==> config.mk <==
export PLATFORM = sky130hd
export DESIGN_NAME = diag_verify_ident_regs
export DESIGN_NICKNAME = d
export VERILOG_FILES = /design/src/rtl/diag_ident_pkg.sv /design/src/rtl/diag_verify_ident_regs.sv
export SDC_FILE = /design/constraint.sdc
export NUM_CORES = 1
export LEC_CHECK = 0
export BUFFER_PORTS_ARGS = -buffer_cell sky130_fd_sc_hd__buf_2
export CAP_MARGIN = 20
export CORE_UTILIZATION = 45
export DETAILED_ROUTE_END_ITERATION = 8
export PLACE_DENSITY_LB_ADDON = 0.2
export SLEW_MARGIN = 5
export SYNTH_ARGS = -nofsm -noshare
export SYNTH_HDL_FRONTEND = slang
export SYNTH_SLANG_ARGS = --single-unit
==> constraint.sdc <==
create_clock -name sys_clk_in -period 4.3 [get_ports sys_clk_in]
set_input_delay 0 -clock sys_clk_in [delete_from_list [all_inputs] [get_ports sys_clk_in]]
set_output_delay 0 -clock sys_clk_in [all_outputs]
set_load 0.005 [all_outputs]
==> src/rtl/diag_ident_pkg.sv <==
// Shared constants and carrier types for the diagnostic, verify, readback and
// identification register bank.
// Assumes a 20 MHz system clock and a 4 MHz internal timing tick derived from it.
package diag_ident_pkg;

    // ========================================================================
    // Serial frame layout
    // ========================================================================
    localparam int ADDR_W = 5;
    localparam int DATA_W = 16;
    localparam int HDR_W = 8;
    localparam int FRAME_W = 24;
    localparam int WRITE_BIT = 2;
    localparam int ADDR_LSB = 3;

    // ========================================================================
    // Register addresses
    // ========================================================================
    localparam logic [ADDR_W-1:0] ADDR_CHECK_REQUEST = 5'h09;
    localparam logic [ADDR_W-1:0] ADDR_DRIVER_STATUS = 5'h0a;
    localparam logic [ADDR_W-1:0] ADDR_WATCHDOG_COUNT = 5'h0b;
    localparam logic [ADDR_W-1:0] ADDR_CHECK_OUTCOME = 5'h0e;
    localparam logic [ADDR_W-1:0] ADDR_SCRATCH = 5'h0f;
    localparam logic [ADDR_W-1:0] ADDR_IDENTITY = 5'h10;

    // ========================================================================
    // Field positions and reset values
    // ========================================================================
    localparam int DRV_STATUS_LSB = 8;
    localparam int OC_COUNT_W = 8;
    localparam int LOGIC_LEVEL_BIT = 14;
    localparam int REVISION_LSB = 10;
    localparam int REVISION_W = 4;
    localparam int CHIP_CODE_W = 8;
    localparam int SENSE_OPEN_BIT = 0;
    localparam int PRESCALE_W = 2;
    localparam int WDOG_COUNT_W = 16;
    localparam logic [DATA_W-1:0] REG_RESET = 16'h0000;

    // ========================================================================
    // Timing
    // ========================================================================
    localparam int SYS_CLK_HZ = 20_000_000;
    localparam int TIMING_CLK_HZ = 4_000_000;
    localparam int CLK_PERIOD_NS = 50;
    localparam int WDOG_UNIT_NS = 4000;
    localparam int TICK_CYCLES = SYS_CLK_HZ / TIMING_CLK_HZ;
    localparam int WDOG_UNIT_CYCLES = WDOG_UNIT_NS / CLK_PERIOD_NS;

    // ========================================================================
    // Carrier types
    // ========================================================================
    typedef struct packed {
        logic bridge_latched_on;
        logic reverse_latched_on;
        logic phase_w_latched_on;
        logic phase_v_latched_on;
        logic phase_u_latched_on;
    } driver_status_s;

    typedef struct packed {
        logic check_pos_supply_mon;
        logic check_neg_supply_mon;
        logic check_watchdog_mon;
        logic check_pos_overcurrent_mon;
        logic check_neg_overcurrent_mon;
        logic check_temp_warning;
        logic check_pump_undervoltage;
    } check_request_s;

endpackage

==> src/rtl/diag_verify_ident_regs.sv <==
// Diagnostic, verify, readback and identification registers behind a serial port.
// Assumes a mode-0 serial master, 24-bit frames, and same-clock status inputs.
//
// Operation
// - Five read-only latched driver enable bits, bridge in bit twelve.
// - Eight-bit overcurrent count n brackets duration between p*n and p*(n+1).
// - Prescale p picked by two-bit setting; timing clock is 4 MHz.
// - Sixteen-bit watchdog elapsed count, one unit per 4 microseconds.
// - Both diagnostic words are read-only and reset to zero.
// - Scratch register at address fifteen returns written value; resets zero.
// - Identity at sixteen: read-only chip code and major/minor silicon revision.
// - Identity bit fourteen shows the selected internal logic voltage level.
// - Outcome register bit zero flags open current-sense comparator input.
// - Check request word has separate bits for each monitor check.
`timescale 1ns/1ps

module diag_verify_ident_regs #(
    parameter logic [7:0] CHIP_CODE = 8'h5a,    // Arbitrary value.
    parameter logic [3:0] SILICON_REVISION = 4'h0  // Arbitrary value.
) (
    // Clock and reset
    input wire logic sys_clk_in,
    input wire logic rst_n_in,
    // Serial port pins
    input wire logic spi_sclk_in,
    input wire logic spi_cs_n_in,
    input wire logic spi_sdi_in,
    output logic spi_sdo_out,
    output logic spi_sdo_oe_out,
    // Driver and monitor status, same clock
    input diag_ident_pkg::driver_status_s driver_status_in,
    input wire logic [diag_ident_pkg::PRESCALE_W-1:0] overcurrent_prescale_in,
    input wire logic watchdog_restart_in,
    input wire logic sense_open_flag_in,
    // Asynchronous levels from pins
    input wire logic overcurrent_active_in,
    input wire logic logic_level_flag_in,
    // Check requests toward the monitors
    output diag_ident_pkg::check_request_s check_request_out
);

    localparam int CNT_W = $clog2(diag_ident_pkg::FRAME_W + 1);
    localparam int SYNC_N = 5;
    localparam logic [SYNC_N-1:0] SYNC_RESET = 5'h02;  // Chip select idles high.
    localparam logic [CNT_W-1:0] HDR_COUNT = CNT_W'(diag_ident_pkg::HDR_W);
    localparam logic [CNT_W-1:0] FRAME_COUNT = CNT_W'(diag_ident_pkg::FRAME_W);
    localparam int TICK_W = $clog2(diag_ident_pkg::TICK_CYCLES);
    localparam int UNIT_W = $clog2(diag_ident_pkg::WDOG_UNIT_CYCLES);
    localparam logic [TICK_W-1:0] TICK_LAST = TICK_W'(diag_ident_pkg::TICK_CYCLES - 1);
    localparam logic [UNIT_W-1:0] UNIT_LAST = UNIT_W'(diag_ident_pkg::WDOG_UNIT_CYCLES - 1);
    localparam int PRE_W = 3;

    // ========================================================================
    // Reset release
    // ========================================================================
    logic rst_meta_q;
    logic rst_sync_q;

    // Release is synchronous so no flop sees reset drop near its edge.
    always_ff @(posedge sys_clk_in or negedge rst_n_in) begin
        if (!rst_n_in) begin
            rst_meta_q <= 1'b0;
            rst_sync_q <= 1'b0;
        end else begin
            rst_meta_q <= 1'b1;
            rst_sync_q <= rst_meta_q;
        end
    end

    // ========================================================================
    // Pin synchronisers
    // ========================================================================
    logic [SYNC_N-1:0] pins_raw;
    logic [SYNC_N-1:0] sync1_q;
    logic [SYNC_N-1:0] sync2_q;
    logic sclk_s;
    logic cs_n_s;
    logic sdi_s;
    logic oc_active_s;
    logic level_s;

    assign pins_raw = {spi_sclk_in, logic_level_flag_in, overcurrent_active_in,
                       spi_cs_n_in, spi_sdi_in};

    // Two flops per pin; only the second stage feeds any logic.
    always_ff @(posedge sys_clk_in or negedge rst_sync_q) begin
        if (!rst_sync_q) begin
            sync1_q <= SYNC_RESET;
            sync2_q <= SYNC_RESET;
        end else begin
            sync1_q <= pins_raw;
            sync2_q <= sync1_q;
        end
    end

    assign sclk_s = sync2_q[4];
    assign level_s = sync2_q[3];
    assign oc_active_s = sync2_q[2];
    assign cs_n_s = sync2_q[1];
    assign sdi_s = sync2_q[0];

    // ========================================================================
    // Serial frame engine
    // ========================================================================
    logic sclk_prev_q;
    logic sclk_prev_d;
    logic [CNT_W-1:0] bit_cnt_q;
    logic [CNT_W-1:0] bit_cnt_d;
    logic [diag_ident_pkg::FRAME_W-1:0] rx_q;
    logic [diag_ident_pkg::FRAME_W-1:0] rx_d;
    logic [diag_ident_pkg::DATA_W-1:0] tx_q;
    logic [diag_ident_pkg::DATA_W-1:0] tx_d;
    logic sdo_q;
    logic sdo_d;
    logic sdo_oe_q;
    logic sdo_oe_d;
    logic wr_pulse;
    logic [diag_ident_pkg::DATA_W-1:0] rd_data;
    logic rise;
    logic fall;

    assign rise = sclk_s && !sclk_prev_q;
    assign fall = !sclk_s && sclk_prev_q;

    // Sample on rising clock, shift out on falling clock. Read data is fetched
    // after the header so the host sees it during the same frame.
    always_comb begin
        sclk_prev_d = sclk_s;
        bit_cnt_d = bit_cnt_q;
        rx_d = rx_q;
        tx_d = tx_q;
        sdo_d = sdo_q;
        sdo_oe_d = !cs_n_s;
        wr_pulse = 1'b0;
        if (cs_n_s) begin
            bit_cnt_d = '0;
            sdo_d = 1'b0;
        end else if (rise && bit_cnt_q < FRAME_COUNT) begin
            rx_d = {rx_q[diag_ident_pkg::FRAME_W-2:0], sdi_s};
            bit_cnt_d = bit_cnt_q + CNT_W'(1);
            if (bit_cnt_q == HDR_COUNT - CNT_W'(1)) begin
                tx_d = rd_data;
            end
            if (bit_cnt_q == FRAME_COUNT - CNT_W'(1)) begin
                // A short frame never reaches here, so it writes nothing.
                wr_pulse = rx_q[diag_ident_pkg::DATA_W-1+diag_ident_pkg::WRITE_BIT];
            end
        end else if (fall && bit_cnt_q >= HDR_COUNT) begin
            sdo_d = tx_q[diag_ident_pkg::DATA_W-1];
            tx_d = {tx_q[diag_ident_pkg::DATA_W-2:0], 1'b0};
        end
    end

    always_ff @(posedge sys_clk_in or negedge rst_sync_q) begin
        if (!rst_sync_q) begin
            sclk_prev_q <= 1'b0;
            bit_cnt_q <= '0;
            rx_q <= '0;
            tx_q <= '0;
            sdo_q <= 1'b0;
            sdo_oe_q <= 1'b0;
        end else begin
            sclk_prev_q <= sclk_prev_d;
            bit_cnt_q <= bit_cnt_d;
            rx_q <= rx_d;
            tx_q <= tx_d;
            sdo_q <= sdo_d;
            sdo_oe_q <= sdo_oe_d;
        end
    end

    // Address and data of the frame being committed, as the final bit arrives.
    logic [diag_ident_pkg::ADDR_W-1:0] commit_addr;
    logic [diag_ident_pkg::ADDR_W-1:0] read_addr;

    assign commit_addr = rx_q[diag_ident_pkg::FRAME_W-2 -: diag_ident_pkg::ADDR_W];
    // At the eighth rise the seven header bits so far hold the whole address.
    assign read_addr = rx_q[diag_ident_pkg::ADDR_LSB+diag_ident_pkg::ADDR_W-2 -:
                            diag_ident_pkg::ADDR_W];

    // ========================================================================
    // Timing counters
    // ========================================================================
    logic [TICK_W-1:0] tick_div_q;
    logic [TICK_W-1:0] tick_div_d;
    logic [PRE_W-1:0] pre_cnt_q;
    logic [PRE_W-1:0] pre_cnt_d;
    logic [PRE_W-1:0] pre_last;
    logic [diag_ident_pkg::OC_COUNT_W-1:0] oc_count_q;
    logic [diag_ident_pkg::OC_COUNT_W-1:0] oc_count_d;
    logic oc_prev_q;
    logic oc_prev_d;
    logic [UNIT_W-1:0] unit_div_q;
    logic [UNIT_W-1:0] unit_div_d;
    logic [diag_ident_pkg::WDOG_COUNT_W-1:0] wdog_count_q;
    logic [diag_ident_pkg::WDOG_COUNT_W-1:0] wdog_count_d;
    logic tick;

    assign tick = (tick_div_q == TICK_LAST);
    assign pre_last = PRE_W'((1 << overcurrent_prescale_in) - 1);

    // Overcurrent count holds whole prescaled periods; it restarts on each new
    // event and freezes afterwards so the host can still read the duration.
    always_comb begin
        tick_div_d = tick ? '0 : tick_div_q + TICK_W'(1);
        oc_prev_d = oc_active_s;
        pre_cnt_d = pre_cnt_q;
        oc_count_d = oc_count_q;
        if (oc_active_s && !oc_prev_q) begin
            pre_cnt_d = '0;
            oc_count_d = '0;
        end else if (oc_active_s && tick) begin
            if (pre_cnt_q >= pre_last) begin
                pre_cnt_d = '0;
                if (oc_count_q != '1) begin
                    oc_count_d = oc_count_q + diag_ident_pkg::OC_COUNT_W'(1);
                end
            end else begin
                pre_cnt_d = pre_cnt_q + PRE_W'(1);
            end
        end
        // Watchdog count saturates rather than wraps, so a stalled host shows full.
        unit_div_d = unit_div_q;
        wdog_count_d = wdog_count_q;
        if (watchdog_restart_in) begin
            unit_div_d = '0;
            wdog_count_d = '0;
        end else if (unit_div_q == UNIT_LAST) begin
            unit_div_d = '0;
            if (wdog_count_q != '1) begin
                wdog_count_d = wdog_count_q + diag_ident_pkg::WDOG_COUNT_W'(1);
            end
        end else begin
            unit_div_d = unit_div_q + UNIT_W'(1);
        end
    end

    always_ff @(posedge sys_clk_in or negedge rst_sync_q) begin
        if (!rst_sync_q) begin
            tick_div_q <= '0;
            pre_cnt_q <= '0;
            oc_count_q <= '0;
            oc_prev_q <= 1'b0;
            unit_div_q <= '0;
            wdog_count_q <= '0;
        end else begin
            tick_div_q <= tick_div_d;
            pre_cnt_q <= pre_cnt_d;
            oc_count_q <= oc_count_d;
            oc_prev_q <= oc_prev_d;
            unit_div_q <= unit_div_d;
            wdog_count_q <= wdog_count_d;
        end
    end

    // ========================================================================
    // Writable registers and captured status
    // ========================================================================
    logic [diag_ident_pkg::DATA_W-1:0] scratch_q;
    logic [diag_ident_pkg::DATA_W-1:0] scratch_d;
    diag_ident_pkg::check_request_s check_req_q;
    diag_ident_pkg::check_request_s check_req_d;
    logic level_q;
    logic level_d;
    logic level_taken_q;
    logic level_taken_d;
    logic [1:0] level_wait_q;
    logic [1:0] level_wait_d;
    logic [diag_ident_pkg::DATA_W-1:0] wdata;

    assign wdata = rx_q[diag_ident_pkg::DATA_W-1:0];

    // The logic level strap is caught once after reset release, then held.
    always_comb begin
        scratch_d = scratch_q;
        check_req_d = check_req_q;
        level_d = level_taken_q ? level_q : level_s;
        // Wait out the synchroniser's reset value before taking the strap.
        level_wait_d = {level_wait_q[0], 1'b1};
        level_taken_d = level_wait_q[1];
        if (wr_pulse && commit_addr == diag_ident_pkg::ADDR_SCRATCH) begin
            scratch_d = {wdata[diag_ident_pkg::DATA_W-2:0], sdi_s};
        end
        if (wr_pulse && commit_addr == diag_ident_pkg::ADDR_CHECK_REQUEST) begin
            // Only the seven request bits store; the rest are dropped.
            check_req_d = {wdata[13], wdata[12], wdata[11],
                           wdata[2], wdata[1], wdata[0], sdi_s};
        end
    end

    always_ff @(posedge sys_clk_in or negedge rst_sync_q) begin
        if (!rst_sync_q) begin
            scratch_q <= diag_ident_pkg::REG_RESET;
            check_req_q <= '0;
            level_q <= 1'b0;
            level_taken_q <= 1'b0;
            level_wait_q <= 2'h0;
        end else begin
            scratch_q <= scratch_d;
            check_req_q <= check_req_d;
            level_q <= level_d;
            level_taken_q <= level_taken_d;
            level_wait_q <= level_wait_d;
        end
    end

    // ========================================================================
    // Read multiplexer
    // ========================================================================
    // Read-only words ignore writes simply by having no write path.
    always_comb begin
        rd_data = '0;
        unique case (read_addr)
            diag_ident_pkg::ADDR_CHECK_REQUEST: begin
                rd_data = {1'b0, check_req_q[6:4], 8'h00, check_req_q[3:0]};
            end
            diag_ident_pkg::ADDR_DRIVER_STATUS: begin
                rd_data[diag_ident_pkg::DRV_STATUS_LSB +: 5] = driver_status_in;
                rd_data[diag_ident_pkg::OC_COUNT_W-1:0] = oc_count_q;
            end
            diag_ident_pkg::ADDR_WATCHDOG_COUNT: begin
                rd_data = wdog_count_q;
            end
            diag_ident_pkg::ADDR_CHECK_OUTCOME: begin
                rd_data[diag_ident_pkg::SENSE_OPEN_BIT] = sense_open_flag_in;
            end
            diag_ident_pkg::ADDR_SCRATCH: begin
                rd_data = scratch_q;
            end
            diag_ident_pkg::ADDR_IDENTITY: begin
                rd_data[diag_ident_pkg::CHIP_CODE_W-1:0] = CHIP_CODE;
                rd_data[diag_ident_pkg::REVISION_LSB +: diag_ident_pkg::REVISION_W] =
                    SILICON_REVISION;
                rd_data[diag_ident_pkg::LOGIC_LEVEL_BIT] = level_q;
            end
            default: begin
                rd_data = '0;
            end
        endcase
    end

    // ========================================================================
    // Outputs
    // ========================================================================
    assign spi_sdo_out = sdo_q;
    assign spi_sdo_oe_out = sdo_oe_q;
    assign check_request_out = check_req_q;

    // Host duties bound the timing this bank reports; nothing here enforces them.
    // The watchdog count lets the host see its margin to the timeout.

endmodule // diag_verify_ident_regs

==> results list <==
- In the final routing, the length of wire on met1 measures 6.270 mm.
- Measured along the y axis, the die boundary spans 116.3 um.
* Fraction of final layout cells with drive strength greater than 1: 21.29%
* WHS Path Cells: 4
- Post-CTS Setup Bufs: 0
* Share of the core filled with cells in the final layout: 53.45%
* Sum of routed wire length over all layers: 12.42 mm
* Layout Nets: 587
- The number of hold violations in the final report was 0.
* DR top layer: met4
* Drt drc: 0
- Core Box Area: 0.01267 mm2
- Run status: finished, final reports clean
- The root buffer cell chosen for the clock tree is sky130_fd_sc_hd__clkbuf_16.
- Ratio of routed vias to standard cells: 5.621
- All-Layer GR Usage: 20.34%
- Buffer levels on the longest clock path: 2
- Cell internal power was estimated by the tool at 2279 uW.
* Via count of the first global-routing pass: 4,002
- Synth warnings: 0
- Overall die area: 0.01352 mm2
* Worst min-delay path category: input port to register
* Register share of total power: 43.4%
* Most frequent cells after synthesis: sky130_fd_sc_hd__dfrtp_1 (122), sky130_fd_sc_hd__mux2_2 (48), sky130_fd_sc_hd__nor2_1 (40)
- The number of antenna diodes in the final layout is 0.
* Routed length on met3: 505 um
- Rows: 41
- Power density cells: 458.5 mW/mm2
* Instance count of the mapped netlist: 533
- The initial antenna violation count was 0.
- Based on the critical path, the design can be clocked at up to 416.9 MHz.
- Total of endpoints with negative setup slack in the final report: 0
- Once detailed placement completed, the half-perimeter wirelength came to 8.532 mm.
- Worst slew margin relative to its limit: 38.75%
- Final Slew Violations: 0
- The count of buffers added on input and output ports is 24.
- The worst setup path is launched from a register.
* Period utilization: 55.79%
* Proportion of netlist area held by the largest area contributor: 51.97%
* CTS tree: done
- Dominant cell type by area after synthesis: sky130_fd_sc_hd__dfrtp_1
* Sum of negative setup slack: 0 ns
* Count of routing violations after the opening detailed-route iteration: 258
* Count of boundary I/O pins: 25
* Pin count of the biggest net entering global routing: 69
- Worst-case hold path end point: tx_q[8]$_DFFE_PN0P_
- The clock drives 124 sinks.
* Via Count: 4,188
- Clock Power Share: 46.6%
* WL per Instance: 16.67 um
* Dominant cell by count in the synthesized netlist: sky130_fd_sc_hd__dfrtp_1
- Leakage power figure: 0.002991 uW
* Type of destination of the critical path: register
- For this run, asynchronously set or reset flops after synthesis account for 100.0%.
- Slack of the worst reg-to-reg path: 1.90 ns
- Cells taking the most area after synthesis: sky130_fd_sc_hd__dfrtp_1 (52%), sky130_fd_sc_hd__mux2_2 (9.2%), sky130_fd_sc_hd__a21oi_1 (3.1%), sky130_fd_sc_hd__nor2_1 (2.6%), sky130_fd_sc_hd__nand2_1 (2.4%)
- For the worst setup path, the data required time is 4.62 ns.
* Clock-pin slew on the worst setup and hold paths: 0.06 ns
* #FFs+latches synth: 124
- Once the floorplan was initialized, standard cells occupied 46.36% of the core.
- At the end of routability-driven placement, the weighted congestion stood at 0.8059.
- For this run, the detailed router's first-pass iteration total came to 5.
* Worst IR Drop VDD: 0.3286 mV
- The count of nets left with antenna violations once routing finished came out at 0.
- Transition time of the tightest slew-check pin: 0.9069 ns
- Shortest clock period the worst path allows after layout: 2.399 ns
- TritonCTS buffer count: 17
- The worst hold path begins at driver_status_in[0].
* Post-Syn Area per Cell: 11.02 um2
* Number of gates resized after cts: 0
* Clk_lat worst skew: 0.42 ns
- Primary FF master, synth: sky130_fd_sc_hd__dfrtp_1
- Relative to the synthesized area, the layout overhead comes to 15.29%.
* Max-capacitance violation count: 0
- Setup skew after layout: 0.005293 ns
* Fraction of the yosys area taken by sequential cells: 52.86%
- The mapped netlist covers 0.005874 mm2.
* Net load switching power: 826.0 uW
- The endpoint identified for the worst register-to-register timing path is pre_cnt_q[0]$_DFFE_PN0P_.
- FF-to-FF Start: pre_cnt_q[0]$_DFFE_PN0P_
* Yosys cell types: 73
- Combinational logic burns 9.9% of the power.
- For the worst flop-to-flop path, the logic depth is 7.
- Setup repair after global routing missed its margin: false
- Of the total power, the share spent switching nets is 26.60%.
- Critical setup path kind: register to register
- First-pass GRT wire length: 20.56 mm
* X dimension of the die: 116.3 um
- Critical Path Fanout Max: 14
* Number of enable-type register cells in the synthesized netlist: 0
- Detailed routing placed a total of 5.426 mm of wire on met2.
- Arrival time of data at the critical path endpoint: 2.72 ns
- Overflow left after global routing: 0
- H-tree depth: 4
[worst max path at each step]
stage / slack [ns] / start / cells past startpoint / endpoint
floorplan: 0.59 / rst_sync_q$_DFF_PN0_ / 0 / bit_cnt_q[0]$_DFFE_PN0P_
global placement: 2.03 / rx_q[2]$_DFFE_PN0P_ / 5 / tx_q[9]$_DFFE_PN0P_
detailed placement: 1.94 / rx_q[2]$_DFFE_PN0P_ / 5 / tx_q[9]$_DFFE_PN0P_
CTS: 1.92 / pre_cnt_q[0]$_DFFE_PN0P_ / 7 / pre_cnt_q[0]$_DFFE_PN0P_
global route: 1.73 / pre_cnt_q[0]$_DFFE_PN0P_ / 7 / pre_cnt_q[0]$_DFFE_PN0P_
finish: 1.90 / pre_cnt_q[0]$_DFFE_PN0P_ / 7 / pre_cnt_q[0]$_DFFE_PN0P_
[area by class of cell]
class,count,area (um2)
Clock buffer,19,432.9
Clock inverter,13,167.7
Fill cell,1129,5898
Inverter,14,52.55
Multi-Input combinational cell,367,2565
Sequential cell,124,3109
Tap cell,172,215.2
Timing Repair Buffer,36,230.2
[cell usage in the layout, fill, tap and decap left out, types with 5 or more instances in the layout]
master,synthesis,final
sky130_fd_sc_hd__a21oi_1,36,36
sky130_fd_sc_hd__a211oi_1,9,9
sky130_fd_sc_hd__and3_1,9,9
sky130_fd_sc_hd__nand4_1,5,5
sky130_fd_sc_hd__o211ai_1,5,5
sky130_fd_sc_hd__clkbuf_16,0,17
sky130_fd_sc_hd__a22o_1,5,5
sky130_fd_sc_hd__nand2_1,37,37
sky130_fd_sc_hd__mux2i_1,6,6
sky130_fd_sc_hd__xor2_1,5,5
sky130_fd_sc_hd__nand2b_1,7,7
sky130_fd_sc_hd__ha_1,11,11
sky130_fd_sc_hd__a21o_1,5,5
sky130_fd_sc_hd__nand3_1,20,20
sky130_fd_sc_hd__nor2_1,40,40
sky130_fd_sc_hd__clkinvlp_4,0,5
sky130_fd_sc_hd__inv_1,14,14
sky130_fd_sc_hd__xnor2_1,9,9
sky130_fd_sc_hd__o21ai_0,20,20
sky130_fd_sc_hd__or3_1,8,8
sky130_fd_sc_hd__dlygate4sd3_1,0,8
sky130_fd_sc_hd__buf_2,4,24
sky130_fd_sc_hd__mux2_2,48,48
sky130_fd_sc_hd__dfrtp_1,122,121
sky130_fd_sc_hd__o31ai_1,8,8
sky130_fd_sc_hd__a221o_1,6,6
sky130_fd_sc_hd__or4_1,5,5
[timing repair]
| action | in CTS | in global routing |
|---|---|---|
| setup endpoints to repair | 0 | 0 |
| hold buffers | 8 | 0 |
| hold endpoints to repair | 19 | 0 |
[flip-flops by register name (all words and copies together) (netlist names), 2 cells and up]
register,flops
bit_cnt_q,5
check_request_out,7
level_wait_q,2
oc_count_q,8
pre_cnt_q,3
rx_q,23
scratch_q,16
sync1_q,5
sync2_q,5
tick_div_q,3
tx_q,16
unit_div_q,7
wdog_count_q,16
[cells by family (layout without fill, tap and decap cells)]
group           Yosys count  count (layout)  synth area share [%]
compound gates          120             120                 13.82
xor+xnor                 14              14                 2.087
fa+ha+maj                12              12                 2.513
buf+inv                  43              82                 3.536
flops                   124             124                 52.86
mux                      54              54                 10.22
other cells               1               2               0.06384
simple gates            165             165                 14.89
[power groups by stage]
stage | Clock, uW | Combinational [uW] | Sequential (uW)
floorplan | 0 | 269 | 1310
finish | 1450 | 309 | 1350
global route | 1520 | 344 | 1360
detailed placement | 0 | 303 | 1370
global placement | 0 | 294 | 1370
CTS | 1480 | 309 | 1350
[worst max-delay path: stages, from the launching register on]
cell and delay [ns]:
sky130_fd_sc_hd__dfrtp_1 0.40, sky130_fd_sc_hd__inv_1 0.06, sky130_fd_sc_hd__ha_1 0.28, sky130_fd_sc_hd__nand2b_1 0.15, sky130_fd_sc_hd__a21o_1 0.20, sky130_fd_sc_hd__a21oi_1 0.73, sky130_fd_sc_hd__nand3_1 0.23, sky130_fd_sc_hd__o21ai_0 0.25
[metrics by stage]
stage                     instances  setup slack, ns  instance area, um2  total power, uW  hold WS, ns
after detailed placement        704            1.944                6085             1671      -0.2136
after CTS                       744            1.921                6765             3134      0.04784
after global placement          704            2.031                6085             1659      -0.2144
after global routing            745            1.733                6773             3233       0.1179
final                           745            1.901                6773             3105      0.07445
after floorplan                 534           0.5931                5878             1578      -0.2956
[per-layer routing]
metal,GRT usage [%],vias up
li1,-,1992
met1,29.14,2096
met2,29.23,84
met3,5.293,16
met4,8.376,0
met5,0,-
Note: power is estimated with default switching activity, not from simulation.
